$ cat src/include/prs_pkg.sv
// Package for the rail sequencer and supervisor: widths, encodings, timing.
// Assumes a 125 MHz system clock; sequencing delays are counted in cycles of it.
package prs_pkg;
    localparam int NUM_RAILS = 8;          // 4 bucks, linear, 3 load switches
    localparam int NUM_MON = 5;            // bucks a..d and linear rail
    localparam int NUM_BU = 2;
    localparam int NUM_LS = 3;
    localparam int NUM_STROBES = 10;
    localparam int NUM_DELAYS = 9;
    localparam int SLOT_W = 4;
    localparam int DLY_SEL_W = 2;
    localparam int VSET_W = 6;
    localparam int THR_W = 8;
    localparam int RAIL_BUCK_A = 0;
    localparam int RAIL_BUCK_B = 1;
    localparam int RAIL_LINEAR = 4;
    localparam logic [SLOT_W-1:0] SLOT_NONE = 4'h0;
    localparam int CLK_MHZ = 125;
    // Selectable interval 2, 3, 4, 5 ms
    localparam int DLY_MIN_MS = 2;
    localparam int DLY_MAX_MS = 5;
    localparam int CYC_PER_MS = CLK_MHZ * 1000;
    localparam int DOWN_FACTOR = 10;
    localparam int DLY_CNT_W = 27;
    localparam int SLEW_W = 4;
    localparam logic [NUM_RAILS*SLOT_W-1:0] DEFAULT_SLOTS = 32'h0000_9876;
    localparam logic [NUM_DELAYS*DLY_SEL_W-1:0] DEFAULT_DLYS = 18'h0_0000;
    localparam logic [THR_W-1:0] UVLO_THR_RST = 8'h80;
    localparam logic [THR_W-1:0] SUP_THR_RST = 8'h10;

    typedef enum logic [1:0] {
        PRS_IDLE = 2'b00,
        PRS_UP = 2'b01,
        PRS_DOWN = 2'b10
    } prs_state_t;

    typedef struct packed {
        logic [NUM_LS-1:0] over_temp;
        logic [NUM_LS-1:0] over_cur;
        logic [NUM_LS-1:0] under_volt;
    } prs_ls_flags_t;
endpackage

$ cat src/rtl/prs_supervisor.sv
// Voltage supervisor: main and backup power-good from rail comparators.
// Assumes comparator inputs already synchronised by the caller.
`timescale 1ns/1ps
module prs_supervisor (
    input wire logic i_clk_sys,
    input wire logic i_nrst,
    input wire logic i_strict,
    input wire logic [prs_pkg::NUM_MON-1:0] i_enabled,
    input wire logic [prs_pkg::NUM_MON-1:0] i_uv,
    input wire logic [prs_pkg::NUM_MON-1:0] i_ov,
    input wire logic [prs_pkg::NUM_BU-1:0] i_bu_ok,
    output logic o_main_rails_good,
    output logic o_backup_rails_good
);
    import prs_pkg::*;
    logic main_good;
    logic bu_good;
    logic next_main_good;
    logic next_bu_good;
    logic [NUM_MON-1:0] fault;

    always_comb begin
        // Standard setting ignores overvoltage
        fault = i_enabled & (i_uv | (i_strict ? i_ov : '0));
        next_main_good = ~|fault;
        next_bu_good = &i_bu_ok;
    end

    always_ff @(posedge i_clk_sys) begin
        if (!i_nrst) begin
            main_good <= 1'b0;
            bu_good <= 1'b0;
        end else begin
            main_good <= next_main_good;
            bu_good <= next_bu_good;
        end
    end

    assign o_main_rails_good = main_good;
    assign o_backup_rails_good = bu_good;

    a_pg_fault: assert property (@(posedge i_clk_sys) disable iff (!i_nrst)
        (|(i_enabled & i_uv)) |=> !o_main_rails_good)
        else $error("main good held while an enabled rail is low");
    a_pg_std_ov: assert property (@(posedge i_clk_sys) disable iff (!i_nrst)
        (!i_strict && !(|(i_enabled & i_uv))) |=> o_main_rails_good)
        else $error("standard setting reacted to overvoltage");
    a_bu_good: assert property (@(posedge i_clk_sys) disable iff (!i_nrst)
        (&i_bu_ok) |=> o_backup_rails_good)
        else $error("backup good not raised");
endmodule

$ cat src/rtl/prs_rail_sequencer.sv
// Rail sequencer: strobes, delays, rail enables, thresholds, load-switch flags.
// Assumes an external I2C slave writes these ports; comparators are asynchronous.
//
// Notes on behaviour
// - Ten strobes with nine delays between them
// - Each rail tied to one strobe slot
// - Several rails may share a slot
// - Each delay selectable from 2 to 5 ms
// - Default sequence at reset, host may override
// - Host enables each rail, switch and GPIO
// - UVLO and supervisor thresholds host programmable
// - Load-switch temperature, current, voltage flags raised
// - Supervisor watches four bucks and linear rail
// - Standard checks undervoltage, strict adds overvoltage
// - Main good shows all enabled monitored rails regulated
// - Backup converters have their own good
// - First two bucks ramp voltage at slew rate
// - Backup battery state readable by host
// - First strobe at once, then delays follow
// - Slot zero rails ignored by sequencer
// - Power-down reversed, delays ten times longer
// - Enables locked while busy, always show state
`timescale 1ns/1ps
module prs_rail_sequencer (
    input wire logic i_clk_sys,
    input wire logic i_nrst,
    input wire logic i_pwr_up,
    input wire logic i_pwr_down,
    input wire logic i_cfg_we,
    input wire logic [prs_pkg::NUM_RAILS*prs_pkg::SLOT_W-1:0] i_rail_slot_assignment,
    input wire logic [prs_pkg::NUM_DELAYS*prs_pkg::DLY_SEL_W-1:0] i_slot_delay_setting,
    input wire logic i_en_we,
    input wire logic [prs_pkg::NUM_RAILS-1:0] i_en_wdata,
    input wire logic i_gpio_we,
    input wire logic [2:0] i_gpio_wdata,
    input wire logic i_thr_we,
    input wire logic [prs_pkg::THR_W-1:0] i_uvlo_thr,
    input wire logic [prs_pkg::THR_W-1:0] i_sup_thr,
    input wire logic i_strict,
    input wire logic i_vset_we,
    input wire logic [prs_pkg::VSET_W-1:0] i_vset_a,
    input wire logic [prs_pkg::VSET_W-1:0] i_vset_b,
    input wire logic [prs_pkg::SLEW_W-1:0] i_slew,
    input wire logic [prs_pkg::NUM_MON-1:0] i_uv_pin,
    input wire logic [prs_pkg::NUM_MON-1:0] i_ov_pin,
    input wire logic [prs_pkg::NUM_BU-1:0] i_bu_ok_pin,
    input wire logic i_batt_ok_pin,
    input wire prs_pkg::prs_ls_flags_t i_ls_fault_pin,
    input wire prs_pkg::prs_ls_flags_t i_ls_clr,
    output logic [prs_pkg::NUM_RAILS-1:0] o_rail_enable_bits,
    output logic [2:0] o_gpio,
    output logic o_busy,
    output logic o_en_refused,
    output logic [prs_pkg::THR_W-1:0] o_uvlo_thr,
    output logic [prs_pkg::THR_W-1:0] o_sup_thr,
    output logic [prs_pkg::VSET_W-1:0] o_vout_a,
    output logic [prs_pkg::VSET_W-1:0] o_vout_b,
    output prs_pkg::prs_ls_flags_t o_ls_flags,
    output logic o_batt_ok,
    output logic o_main_rails_good,
    output logic o_backup_rails_good
);
    import prs_pkg::*;

    // Pin synchronisers; stage one only feeds stage two
    logic [NUM_MON-1:0] uv_s1, uv_s2, ov_s1, ov_s2;
    logic [NUM_BU-1:0] bu_s1, bu_s2;
    logic batt_s1, batt_s2;
    logic [3*NUM_LS-1:0] lsf_s1, lsf_s2;

    always_ff @(posedge i_clk_sys) begin
        if (!i_nrst) begin
            uv_s1 <= '0;
            uv_s2 <= '0;
            ov_s1 <= '0;
            ov_s2 <= '0;
            bu_s1 <= '0;
            bu_s2 <= '0;
            batt_s1 <= 1'b0;
            batt_s2 <= 1'b0;
            lsf_s1 <= '0;
            lsf_s2 <= '0;
        end else begin
            uv_s1 <= i_uv_pin;
            uv_s2 <= uv_s1;
            ov_s1 <= i_ov_pin;
            ov_s2 <= ov_s1;
            bu_s1 <= i_bu_ok_pin;
            bu_s2 <= bu_s1;
            batt_s1 <= i_batt_ok_pin;
            batt_s2 <= batt_s1;
            lsf_s1 <= i_ls_fault_pin;
            lsf_s2 <= lsf_s1;
        end
    end

    // Sequencer state
    prs_state_t state, next_state;
    logic [SLOT_W-1:0] strobe, next_strobe;
    logic [DLY_CNT_W-1:0] dly_cnt, next_dly_cnt;
    logic [NUM_RAILS*SLOT_W-1:0] slots, next_slots;
    logic [NUM_DELAYS*DLY_SEL_W-1:0] dlys, next_dlys;
    logic [NUM_RAILS-1:0] en, next_en;
    logic [NUM_RAILS-1:0] hit;
    logic [NUM_RAILS-1:0] unassigned;
    logic [DLY_SEL_W-1:0] cur_sel;
    logic [DLY_CNT_W-1:0] cur_dly;
    logic last_strobe;
    logic refused, next_refused;

    // Rails whose slot matches the firing strobe; slot zero never matches
    for (genvar r = 0; r < NUM_RAILS; r++) begin : g_hit
        assign unassigned[r] = (slots[r*SLOT_W +: SLOT_W] == SLOT_NONE);
        assign hit[r] = (slots[r*SLOT_W +: SLOT_W] == strobe)
            && (slots[r*SLOT_W +: SLOT_W] != SLOT_NONE);
    end

    always_comb begin
        next_state = state;
        next_strobe = strobe;
        next_dly_cnt = dly_cnt;
        next_slots = slots;
        next_dlys = dlys;
        next_en = en;
        next_refused = 1'b0;
        cur_sel = '0;
        cur_dly = '0;
        // Delay after strobe k up is index k-1; going down, delay before strobe k-1
        // No delay follows the last strobe going up, so keep the select in range
        if (state == PRS_UP && strobe < 4'(NUM_STROBES)) begin
            cur_sel = dlys[(int'(strobe) - 1) * DLY_SEL_W +: DLY_SEL_W];
        end else if (state == PRS_DOWN && strobe > 4'h1) begin
            cur_sel = dlys[(int'(strobe) - 2) * DLY_SEL_W +: DLY_SEL_W];
        end
        cur_dly = DLY_CNT_W'((DLY_MIN_MS + int'(cur_sel)) * CYC_PER_MS);
        if (state == PRS_DOWN) begin
            cur_dly = DLY_CNT_W'(int'(cur_dly) * DOWN_FACTOR);
        end
        last_strobe = (state == PRS_UP) ? (strobe == 4'(NUM_STROBES)) : (strobe == 4'h1);
        case (state)
            PRS_IDLE: begin
                if (i_cfg_we) begin
                    next_slots = i_rail_slot_assignment;
                    next_dlys = i_slot_delay_setting;
                end
                if (i_en_we) begin
                    next_en = i_en_wdata;
                end
                // A new sequence may start only from idle
                if (i_pwr_up) begin
                    next_state = PRS_UP;
                    next_strobe = 4'h1;
                    next_dly_cnt = '0;
                end else if (i_pwr_down) begin
                    next_state = PRS_DOWN;
                    next_strobe = 4'(NUM_STROBES);
                    next_dly_cnt = '0;
                end
            end
            PRS_UP, PRS_DOWN: begin
                next_refused = i_en_we || i_cfg_we;
                if (dly_cnt == '0) begin
                    // Strobe fires on the first cycle of its slot
                    next_en = (state == PRS_UP) ? (en | hit) : (en & ~hit);
                end
                if (last_strobe) begin
                    next_state = PRS_IDLE;
                    next_strobe = '0;
                    next_dly_cnt = '0;
                end else if (dly_cnt == cur_dly - 1'b1) begin
                    next_dly_cnt = '0;
                    next_strobe = (state == PRS_UP) ? strobe + 4'h1 : strobe - 4'h1;
                end else begin
                    next_dly_cnt = dly_cnt + 1'b1;
                end
            end
            default: begin
                next_state = PRS_IDLE;
            end
        endcase
    end

    always_ff @(posedge i_clk_sys) begin
        if (!i_nrst) begin
            state <= PRS_IDLE;
            strobe <= '0;
            dly_cnt <= '0;
            slots <= DEFAULT_SLOTS;
            dlys <= DEFAULT_DLYS;
            en <= '0;
            refused <= 1'b0;
        end else begin
            state <= next_state;
            strobe <= next_strobe;
            dly_cnt <= next_dly_cnt;
            slots <= next_slots;
            dlys <= next_dlys;
            en <= next_en;
            refused <= next_refused;
        end
    end

    // Settings, GPIO, load-switch flags, voltage ramp
    logic [THR_W-1:0] uvlo, next_uvlo, sup, next_sup;
    logic [2:0] gpio, next_gpio;
    logic [3*NUM_LS-1:0] lsf, next_lsf;
    logic [VSET_W-1:0] tgt_a, tgt_b, next_tgt_a, next_tgt_b;
    logic [VSET_W-1:0] va, vb, next_va, next_vb;
    logic [SLEW_W-1:0] slew_cnt, next_slew_cnt;
    logic batt, next_batt;

    always_comb begin
        next_uvlo = i_thr_we ? i_uvlo_thr : uvlo;
        next_sup = i_thr_we ? i_sup_thr : sup;
        next_gpio = i_gpio_we ? i_gpio_wdata : gpio;
        // Set wins over a clear in the same cycle
        next_lsf = (lsf & ~i_ls_clr) | lsf_s2;
        next_tgt_a = i_vset_we ? i_vset_a : tgt_a;
        next_tgt_b = i_vset_we ? i_vset_b : tgt_b;
        next_va = va;
        next_vb = vb;
        next_slew_cnt = slew_cnt + 1'b1;
        // One code step per slew period, so a ramp cannot outrun the converter
        if (slew_cnt >= i_slew) begin
            next_slew_cnt = '0;
            if (va < tgt_a) next_va = va + 1'b1;
            else if (va > tgt_a) next_va = va - 1'b1;
            if (vb < tgt_b) next_vb = vb + 1'b1;
            else if (vb > tgt_b) next_vb = vb - 1'b1;
        end
        next_batt = batt_s2;
    end

    always_ff @(posedge i_clk_sys) begin
        if (!i_nrst) begin
            uvlo <= UVLO_THR_RST;
            sup <= SUP_THR_RST;
            gpio <= '0;
            lsf <= '0;
            tgt_a <= '0;
            tgt_b <= '0;
            va <= '0;
            vb <= '0;
            slew_cnt <= '0;
            batt <= 1'b0;
        end else begin
            uvlo <= next_uvlo;
            sup <= next_sup;
            gpio <= next_gpio;
            lsf <= next_lsf;
            tgt_a <= next_tgt_a;
            tgt_b <= next_tgt_b;
            va <= next_va;
            vb <= next_vb;
            slew_cnt <= next_slew_cnt;
            batt <= next_batt;
        end
    end

    prs_supervisor u_sup (
        .i_clk_sys(i_clk_sys),
        .i_nrst(i_nrst),
        .i_strict(i_strict),
        .i_enabled(en[NUM_MON-1:0]),
        .i_uv(uv_s2),
        .i_ov(ov_s2),
        .i_bu_ok(bu_s2),
        .o_main_rails_good(o_main_rails_good),
        .o_backup_rails_good(o_backup_rails_good)
    );

    assign o_rail_enable_bits = en;
    assign o_gpio = gpio;
    assign o_busy = (state != PRS_IDLE);
    assign o_en_refused = refused;
    assign o_uvlo_thr = uvlo;
    assign o_sup_thr = sup;
    assign o_vout_a = va;
    assign o_vout_b = vb;
    assign o_ls_flags = lsf;
    assign o_batt_ok = batt;

    a_en_locked: assert property (@(posedge i_clk_sys) disable iff (!i_nrst)
        (o_busy && i_en_we && dly_cnt != '0) |=> (en == $past(en) && o_en_refused))
        else $error("enable write accepted while busy");
    a_first_strobe: assert property (@(posedge i_clk_sys) disable iff (!i_nrst)
        (state == PRS_IDLE && i_pwr_up) |=> ##1 ((en & hit) == hit))
        else $error("first strobe did not enable its rails");
    a_slot_zero: assert property (@(posedge i_clk_sys) disable iff (!i_nrst)
        o_busy |=> (((en ^ $past(en)) & $past(unassigned)) == '0))
        else $error("unassigned rail changed by sequencer");
    a_down_clears: assert property (@(posedge i_clk_sys) disable iff (!i_nrst)
        (state == PRS_DOWN && dly_cnt == '0) |=> ((en & $past(hit)) == '0))
        else $error("power-down strobe left rail on");
    a_no_restart: assert property (@(posedge i_clk_sys) disable iff (!i_nrst)
        (state == PRS_UP && !last_strobe) |=> (state == PRS_UP))
        else $error("sequence interrupted");
    a_dly_bound: assert property (@(posedge i_clk_sys) disable iff (!i_nrst)
        o_busy |-> (dly_cnt < DLY_CNT_W'(DLY_MAX_MS * CYC_PER_MS * DOWN_FACTOR)))
        else $error("delay counter beyond longest interval");
    a_flag_sticky: assert property (@(posedge i_clk_sys) disable iff (!i_nrst)
        (|lsf_s2) |=> (|lsf))
        else $error("load-switch event lost");
    a_thr_load: assert property (@(posedge i_clk_sys) disable iff (!i_nrst)
        i_thr_we |=> (o_uvlo_thr == $past(i_uvlo_thr)))
        else $error("threshold write not taken");
    a_ramp_step: assert property (@(posedge i_clk_sys) disable iff (!i_nrst)
        1'b1 |=> (va - $past(va) <= 6'h1 || $past(va) - va <= 6'h1))
        else $error("voltage jumped more than one step");
endmodule

$ cat config.mk
export PLATFORM = sky130hd
export DESIGN_NAME = prs_rail_sequencer
export DESIGN_NICKNAME = d
export VERILOG_FILES = /design/src/include/prs_pkg.sv /design/src/rtl/prs_supervisor.sv /design/src/rtl/prs_rail_sequencer.sv
export SDC_FILE = /design/constraint.sdc
export NUM_CORES = 1
export LEC_CHECK = 0
export BUFFER_PORTS_ARGS = -buffer_cell sky130_fd_sc_hd__buf_2
export CAP_MARGIN = 20
export CORE_MARGIN = 8
export CORE_UTILIZATION = 51
export DETAILED_ROUTE_END_ITERATION = 6
export PLACE_DENSITY = 0.77
export SLEW_MARGIN = 20
export SYNTH_ARGS = -nofsm -noshare
export SYNTH_HDL_FRONTEND = slang
export SYNTH_SLANG_ARGS = --single-unit
$ cat constraint.sdc
create_clock -name i_clk_sys -period 5.1 [get_ports i_clk_sys]
set_clock_uncertainty 0.15 [all_clocks]
set_input_delay 0 -clock i_clk_sys [delete_from_list [all_inputs] [get_ports i_clk_sys]]
set_output_delay 0 -clock i_clk_sys [all_outputs]
set_load 0.05 [all_outputs]
==> results.txt <==
The run finished, with violations left. The final reports fail on setup timing. The post-layout net count is 1,702. In this run the worst hold path is classified as input port to flop. The clock tree from TritonCTS is yes. The wire length of the first global-routing pass came out at 52,300 um.

The number of filler cells placed in the layout came out at 1,272. The power density of the placed cells is 447 mW/mm2. After synthesis, the largest family of logic cells by area is simple AND/OR/NAND/NOR gates.

The share of total power in sequential cells came out at 0.304. The CTS root buffer is sky130_fd_sc_hd__clkbuf_16. The share of the Yosys chip area taken by registers is 0.393. The clock-pin transition on the worst setup and hold timing paths is 0.09 ns. The worst-margin pin slew is 1.06 ns.

The total congestion overflow is 0. The horizontal die dimension is 156 um. The worst-case clock buffer depth came out at 2. The total number of placement rows came out at 51. The fraction of the mapped netlist area in adder cells came out at 0.0619. Of the total synthesized cell area, the portion taken by XOR and XNOR cells is 0.0740. The final period demand of the worst path came out at 5.18 ns. Cell internal power was estimated by the tool at 3.51 mW. After global routing, the most crowded layer is met2. Across the VDD grid, the largest voltage drop is 0.511 mV. The number of nets handed over by synthesis was 1,375.

The portion of synthesized area spent on multiplexers is 0.0599. The fraction of the mapped netlist area in simple logic gates came out at 0.216. The final worst slack came out at -0.0832 ns. For this configuration, the core starts out at a cell density of 0.516.

The number of failing hold endpoints at the final stage was 0. The largest fanout on the critical path is 5. Entering global routing, the biggest net connects 69 pins. The initial antenna violation count came out at 2.

The share of post-route cells with drive strength above 1 came out at 0.200. The post-detailed-route wirelength per cell came out at 19.0 um. Routability-driven placement finished with a final weighted congestion of 0.937. The count of final max-slew check failures was 0. Data on the critical path arrives at its endpoint at 5.39 ns. The most instantiated flip-flop cell in the synthesis netlist is sky130_fd_sc_hd__dfxtp_1. The clock tree synthesis step divided the H-tree into 4 levels. Yosys mapped the design onto 70 distinct sky130hd cell types. The floorplan core area is 0.0193 mm2. The mean post-synth cell area came out at 8.33 um2. The switching share of power is 0.426. The total leakage power is 5.96 nW. The fmax came out at 193 MHz. Setup violations remaining at the end of the flow were counted as 3. The worst setup path is launched from a flop.

The combinational power share is 0.454. Counting flops with an async set or reset pin after synthesis yields a share of 0. The post-route cell area came out at 0.0137 mm2. The reported max-cap violation count came out at 0. The overall power came out at 6.12 mW. At the worst endpoint, the required time is 5.30 ns. Pin placement for this block handled 187 I/O pins. The core utilization of the finished layout is 0.711. The initial DRC count came out at 1,303. The relative max-transition margin is 0.293. The global-route usage over all layers came out at 0.266. For met1 alone, demand over resource in global routing was 0.308. The instance count of the mapped netlist is 1,193. The global-route track usage on met3 came out at 0.0579.

The area fraction in compound gates after synthesis came to 0.141. The area of the die came out at 0.0242 mm2. The total number of yosys warnings is 0.

The layout overhead on the synthesized area is 37.9%. Summing all flip-flop and latch instances after layout gives 0.00391 mm2. The number of clock buffers inserted by TritonCTS came out at 17. In this run the power spent charging and discharging nets is 2.61 mW.

The number of vias per cell is 5.81. The multi-input combinational cell area came out at 0.00569 mm2. The post-route fraction of the period consumed by the critical path came out at 1.02.

The half-perimeter wire length after placement came out at 19,300 um. Measured along the y axis, the die boundary spans 156 um. The count of nets left with antenna violations after detail routing is 0. The number of synthesized register bits came out at 195. The later-pin clock latency in the skew report is 0.45 ns. The detailed-route via count came out at 10,465.

The number of clock sinks came out at 195. The DRC violations left is 0. The aggregate routed wire length came out at 34,300 um. The via count of the first global-routing pass came to 10,361.

The summed instance area of the synthesized netlist is 0.00994 mm2. Once placement finished, the instance area stood at 0.0111 mm2. Buffers placed on the I/O ports in this run total 186. The proportion of power drawn by the clock network came out at 0.243. Setup repair after global routing could not meet its margin everywhere. The first-pass iteration count of the detailed router came out at 6. The met2 track demand over resource came out at 0.457. The critical path is of the flop to flop type. The worst setup path is captured at a flop. In this run, synthesis inferred 0 flip-flops with an integrated enable.
==> sequential cells by signal, summed over array words and instances (netlist names), 8 cells and up, named ones only <==
register,cells
dly_cnt,27
dlys,18
lsf_s1,9
lsf_s2,9
o_ls_flags,9
o_sup_thr,8
o_uvlo_thr,8
slots,32
==> power by group through the flow <==
stage | logic [mW] | registers [mW] | clock network, mW
detailed placement | 2.30 | 1.87 | 0
global route | 2.97 | 1.88 | 1.55
global placement | 2.26 | 1.86 | 0
finish | 2.78 | 1.86 | 1.48
CTS | 2.49 | 1.84 | 1.48
floorplan | 1.55 | 2.05 | 0
==> final timing paths <==
| path | startpoint | end | slack, ns | cells after the start |
|---|---|---|---|---|
| worst max-delay path | strobe[1] | strobe[3] | -0.08 | 21 |
| worst min-delay path | i_thr_we | o_sup_thr[1] | 0.05 | 3 |
| worst max register to register | strobe[1] | strobe[3] | -0.08 | 21 |
| worst min register to register | uv_s1[3] | uv_s2[3] | 0.29 | 1 |
==> placed cells by master, fill, tap and decap left out, types with 11 or more instances in the layout <==
| cell type | synthesis | routed |
|---|---|---|
| sky130_fd_sc_hd__nor4_1 | 15 | 11 |
| sky130_fd_sc_hd__and3_1 | 11 | 11 |
| sky130_fd_sc_hd__a21oi_1 | 109 | 108 |
| sky130_fd_sc_hd__dlygate4sd3_1 | 0 | 157 |
| sky130_fd_sc_hd__nand3_1 | 37 | 37 |
| sky130_fd_sc_hd__o21ai_0 | 16 | 15 |
| sky130_fd_sc_hd__clkbuf_16 | 0 | 18 |
| sky130_fd_sc_hd__mux2i_1 | 43 | 43 |
| sky130_fd_sc_hd__nand4_1 | 12 | 12 |
| sky130_fd_sc_hd__and2_1 | 47 | 47 |
| sky130_fd_sc_hd__nor3_1 | 29 | 29 |
| sky130_fd_sc_hd__or4_1 | 13 | 12 |
| sky130_fd_sc_hd__nor2_1 | 124 | 122 |
| sky130_fd_sc_hd__buf_2 | 2 | 186 |
| sky130_fd_sc_hd__inv_1 | 52 | 49 |
| sky130_fd_sc_hd__nand2_1 | 149 | 147 |
| sky130_fd_sc_hd__xnor2_1 | 31 | 29 |
| sky130_fd_sc_hd__o22ai_1 | 13 | 13 |
| sky130_fd_sc_hd__dfxtp_1 | 195 | 192 |
| sky130_fd_sc_hd__ha_1 | 46 | 40 |
| sky130_fd_sc_hd__buf_4 | 3 | 37 |
| sky130_fd_sc_hd__xor2_1 | 53 | 51 |
| sky130_fd_sc_hd__a21o_1 | 11 | 11 |
==> logic make-up (layout without fill, tap and decap cells) <==
kind of cell	after synthesis	in the layout
XOR/XNOR	84	84
adder cells (fa/ha/maj)	48	48
other	0	2
flip-flops	195	195
AO/OA/AOI/OAI	222	222
multiplexers	51	51
AND/OR/NAND/NOR	460	460
buffers and inverters	133	473
==> what timing repair did <==
action,4_1_cts,5_1_grt
buffers inserted,2,7
setup endpoints to repair,29,31
endpoints found under the hold margin,130,0
pin swaps,4,30
gates cloned,0,2
hold buffers,157,0
gates resized for setup,6,42
==> layout make-up <==
class	count	share of cell area
Multi-Input combinational cell	865	0.416
Sequential cell	195	0.286
Timing Repair Buffer	385	0.209
Clock buffer	17	0.0310
Tap cell	265	0.0242
Clock inverter	15	0.0178
Inverter	56	0.0166
Antenna cell	2	0.000365
==> synth_stat cells (3+ instances only) <==
cell type / n / area [um2]
sky130_fd_sc_hd__a2111oi_0: 3 / 26.3
sky130_fd_sc_hd__a211oi_1: 10 / 75.1
sky130_fd_sc_hd__a21boi_0: 4 / 30.0
sky130_fd_sc_hd__a21o_1: 11 / 82.6
sky130_fd_sc_hd__a21oi_1: 109 / 546
sky130_fd_sc_hd__a221oi_1: 3 / 26.3
sky130_fd_sc_hd__a31oi_1: 10 / 62.6
sky130_fd_sc_hd__and2_1: 47 / 294
sky130_fd_sc_hd__and3_1: 11 / 68.8
sky130_fd_sc_hd__buf_1: 12 / 45.0
sky130_fd_sc_hd__buf_4: 3 / 22.5
sky130_fd_sc_hd__buf_6: 3 / 33.8
sky130_fd_sc_hd__clkbuf_1: 56 / 210
sky130_fd_sc_hd__dfxtp_1: 195 / 3900
sky130_fd_sc_hd__ha_1: 46 / 576
sky130_fd_sc_hd__inv_1: 52 / 195
sky130_fd_sc_hd__mux2i_1: 43 / 430
sky130_fd_sc_hd__mux4_2: 4 / 90.1
sky130_fd_sc_hd__nand2_1: 149 / 559
sky130_fd_sc_hd__nand2b_1: 8 / 50.1
sky130_fd_sc_hd__nand3_1: 37 / 185
sky130_fd_sc_hd__nand4_1: 12 / 75.1
sky130_fd_sc_hd__nor2_1: 124 / 465
sky130_fd_sc_hd__nor2b_1: 5 / 31.3
sky130_fd_sc_hd__nor3_1: 29 / 145
sky130_fd_sc_hd__nor4_1: 15 / 93.8
sky130_fd_sc_hd__o2111ai_1: 3 / 26.3
sky130_fd_sc_hd__o211a_1: 3 / 30.0
sky130_fd_sc_hd__o211ai_1: 3 / 22.5
sky130_fd_sc_hd__o21ai_0: 16 / 80.1
sky130_fd_sc_hd__o21ai_1: 3 / 15.0
sky130_fd_sc_hd__o21bai_1: 3 / 22.5
sky130_fd_sc_hd__o221ai_1: 3 / 26.3
sky130_fd_sc_hd__o22a_1: 3 / 26.3
sky130_fd_sc_hd__o22ai_1: 13 / 81.3
sky130_fd_sc_hd__o31ai_1: 3 / 22.5
sky130_fd_sc_hd__or4_1: 13 / 97.6
sky130_fd_sc_hd__xnor2_1: 31 / 272
sky130_fd_sc_hd__xor2_1: 53 / 464
==> through the flow <==
step	cells	worst slack, ns	setup TNS (ns)	hold WS [ns]
floorplan	1193	0.00711	0	-0.0258
global placement	1599	-0.00891	-0.00891	0.0565
detailed placement	1599	-0.114	-1.89	0.0595
CTS	1790	0.00883	0	0.00474
global route	1800	-0.243	-2.09	0.0684
finish	1800	-0.0832	-0.192	0.0492
==> layer usage <==
metal | wire, um | up-vias
li1 | - | 4740
met1 | 12900 | 4870
met2 | 16900 | 695
met3 | 2860 | 160
met4 | 1620 | 0
met5 | 0 | -
==> critical path: stages (launching register included) <==
cell                       delay [ns]
sky130_fd_sc_hd__dfxtp_4         0.40
sky130_fd_sc_hd__inv_8           0.06
sky130_fd_sc_hd__ha_1            0.22
sky130_fd_sc_hd__o31ai_2         0.34
sky130_fd_sc_hd__nand3_1         0.16
sky130_fd_sc_hd__or4_4           0.56
sky130_fd_sc_hd__a21oi_2         0.20
sky130_fd_sc_hd__nor2_1          0.06
sky130_fd_sc_hd__ha_1            0.33
sky130_fd_sc_hd__xnor2_2         0.16
sky130_fd_sc_hd__nor4_2          0.33
sky130_fd_sc_hd__nand2_1         0.12
sky130_fd_sc_hd__nor4_2          0.29
sky130_fd_sc_hd__o221a_2         0.24
sky130_fd_sc_hd__o221ai_2        0.09
sky130_fd_sc_hd__nor4bb_2        0.31
sky130_fd_sc_hd__nand4_1         0.18
sky130_fd_sc_hd__buf_4           0.18
sky130_fd_sc_hd__o31ai_4         0.32
sky130_fd_sc_hd__buf_4           0.17
sky130_fd_sc_hd__nor2_1          0.03
sky130_fd_sc_hd__nor3_1          0.21
Note: power is estimated with default switching activity, not from simulation.
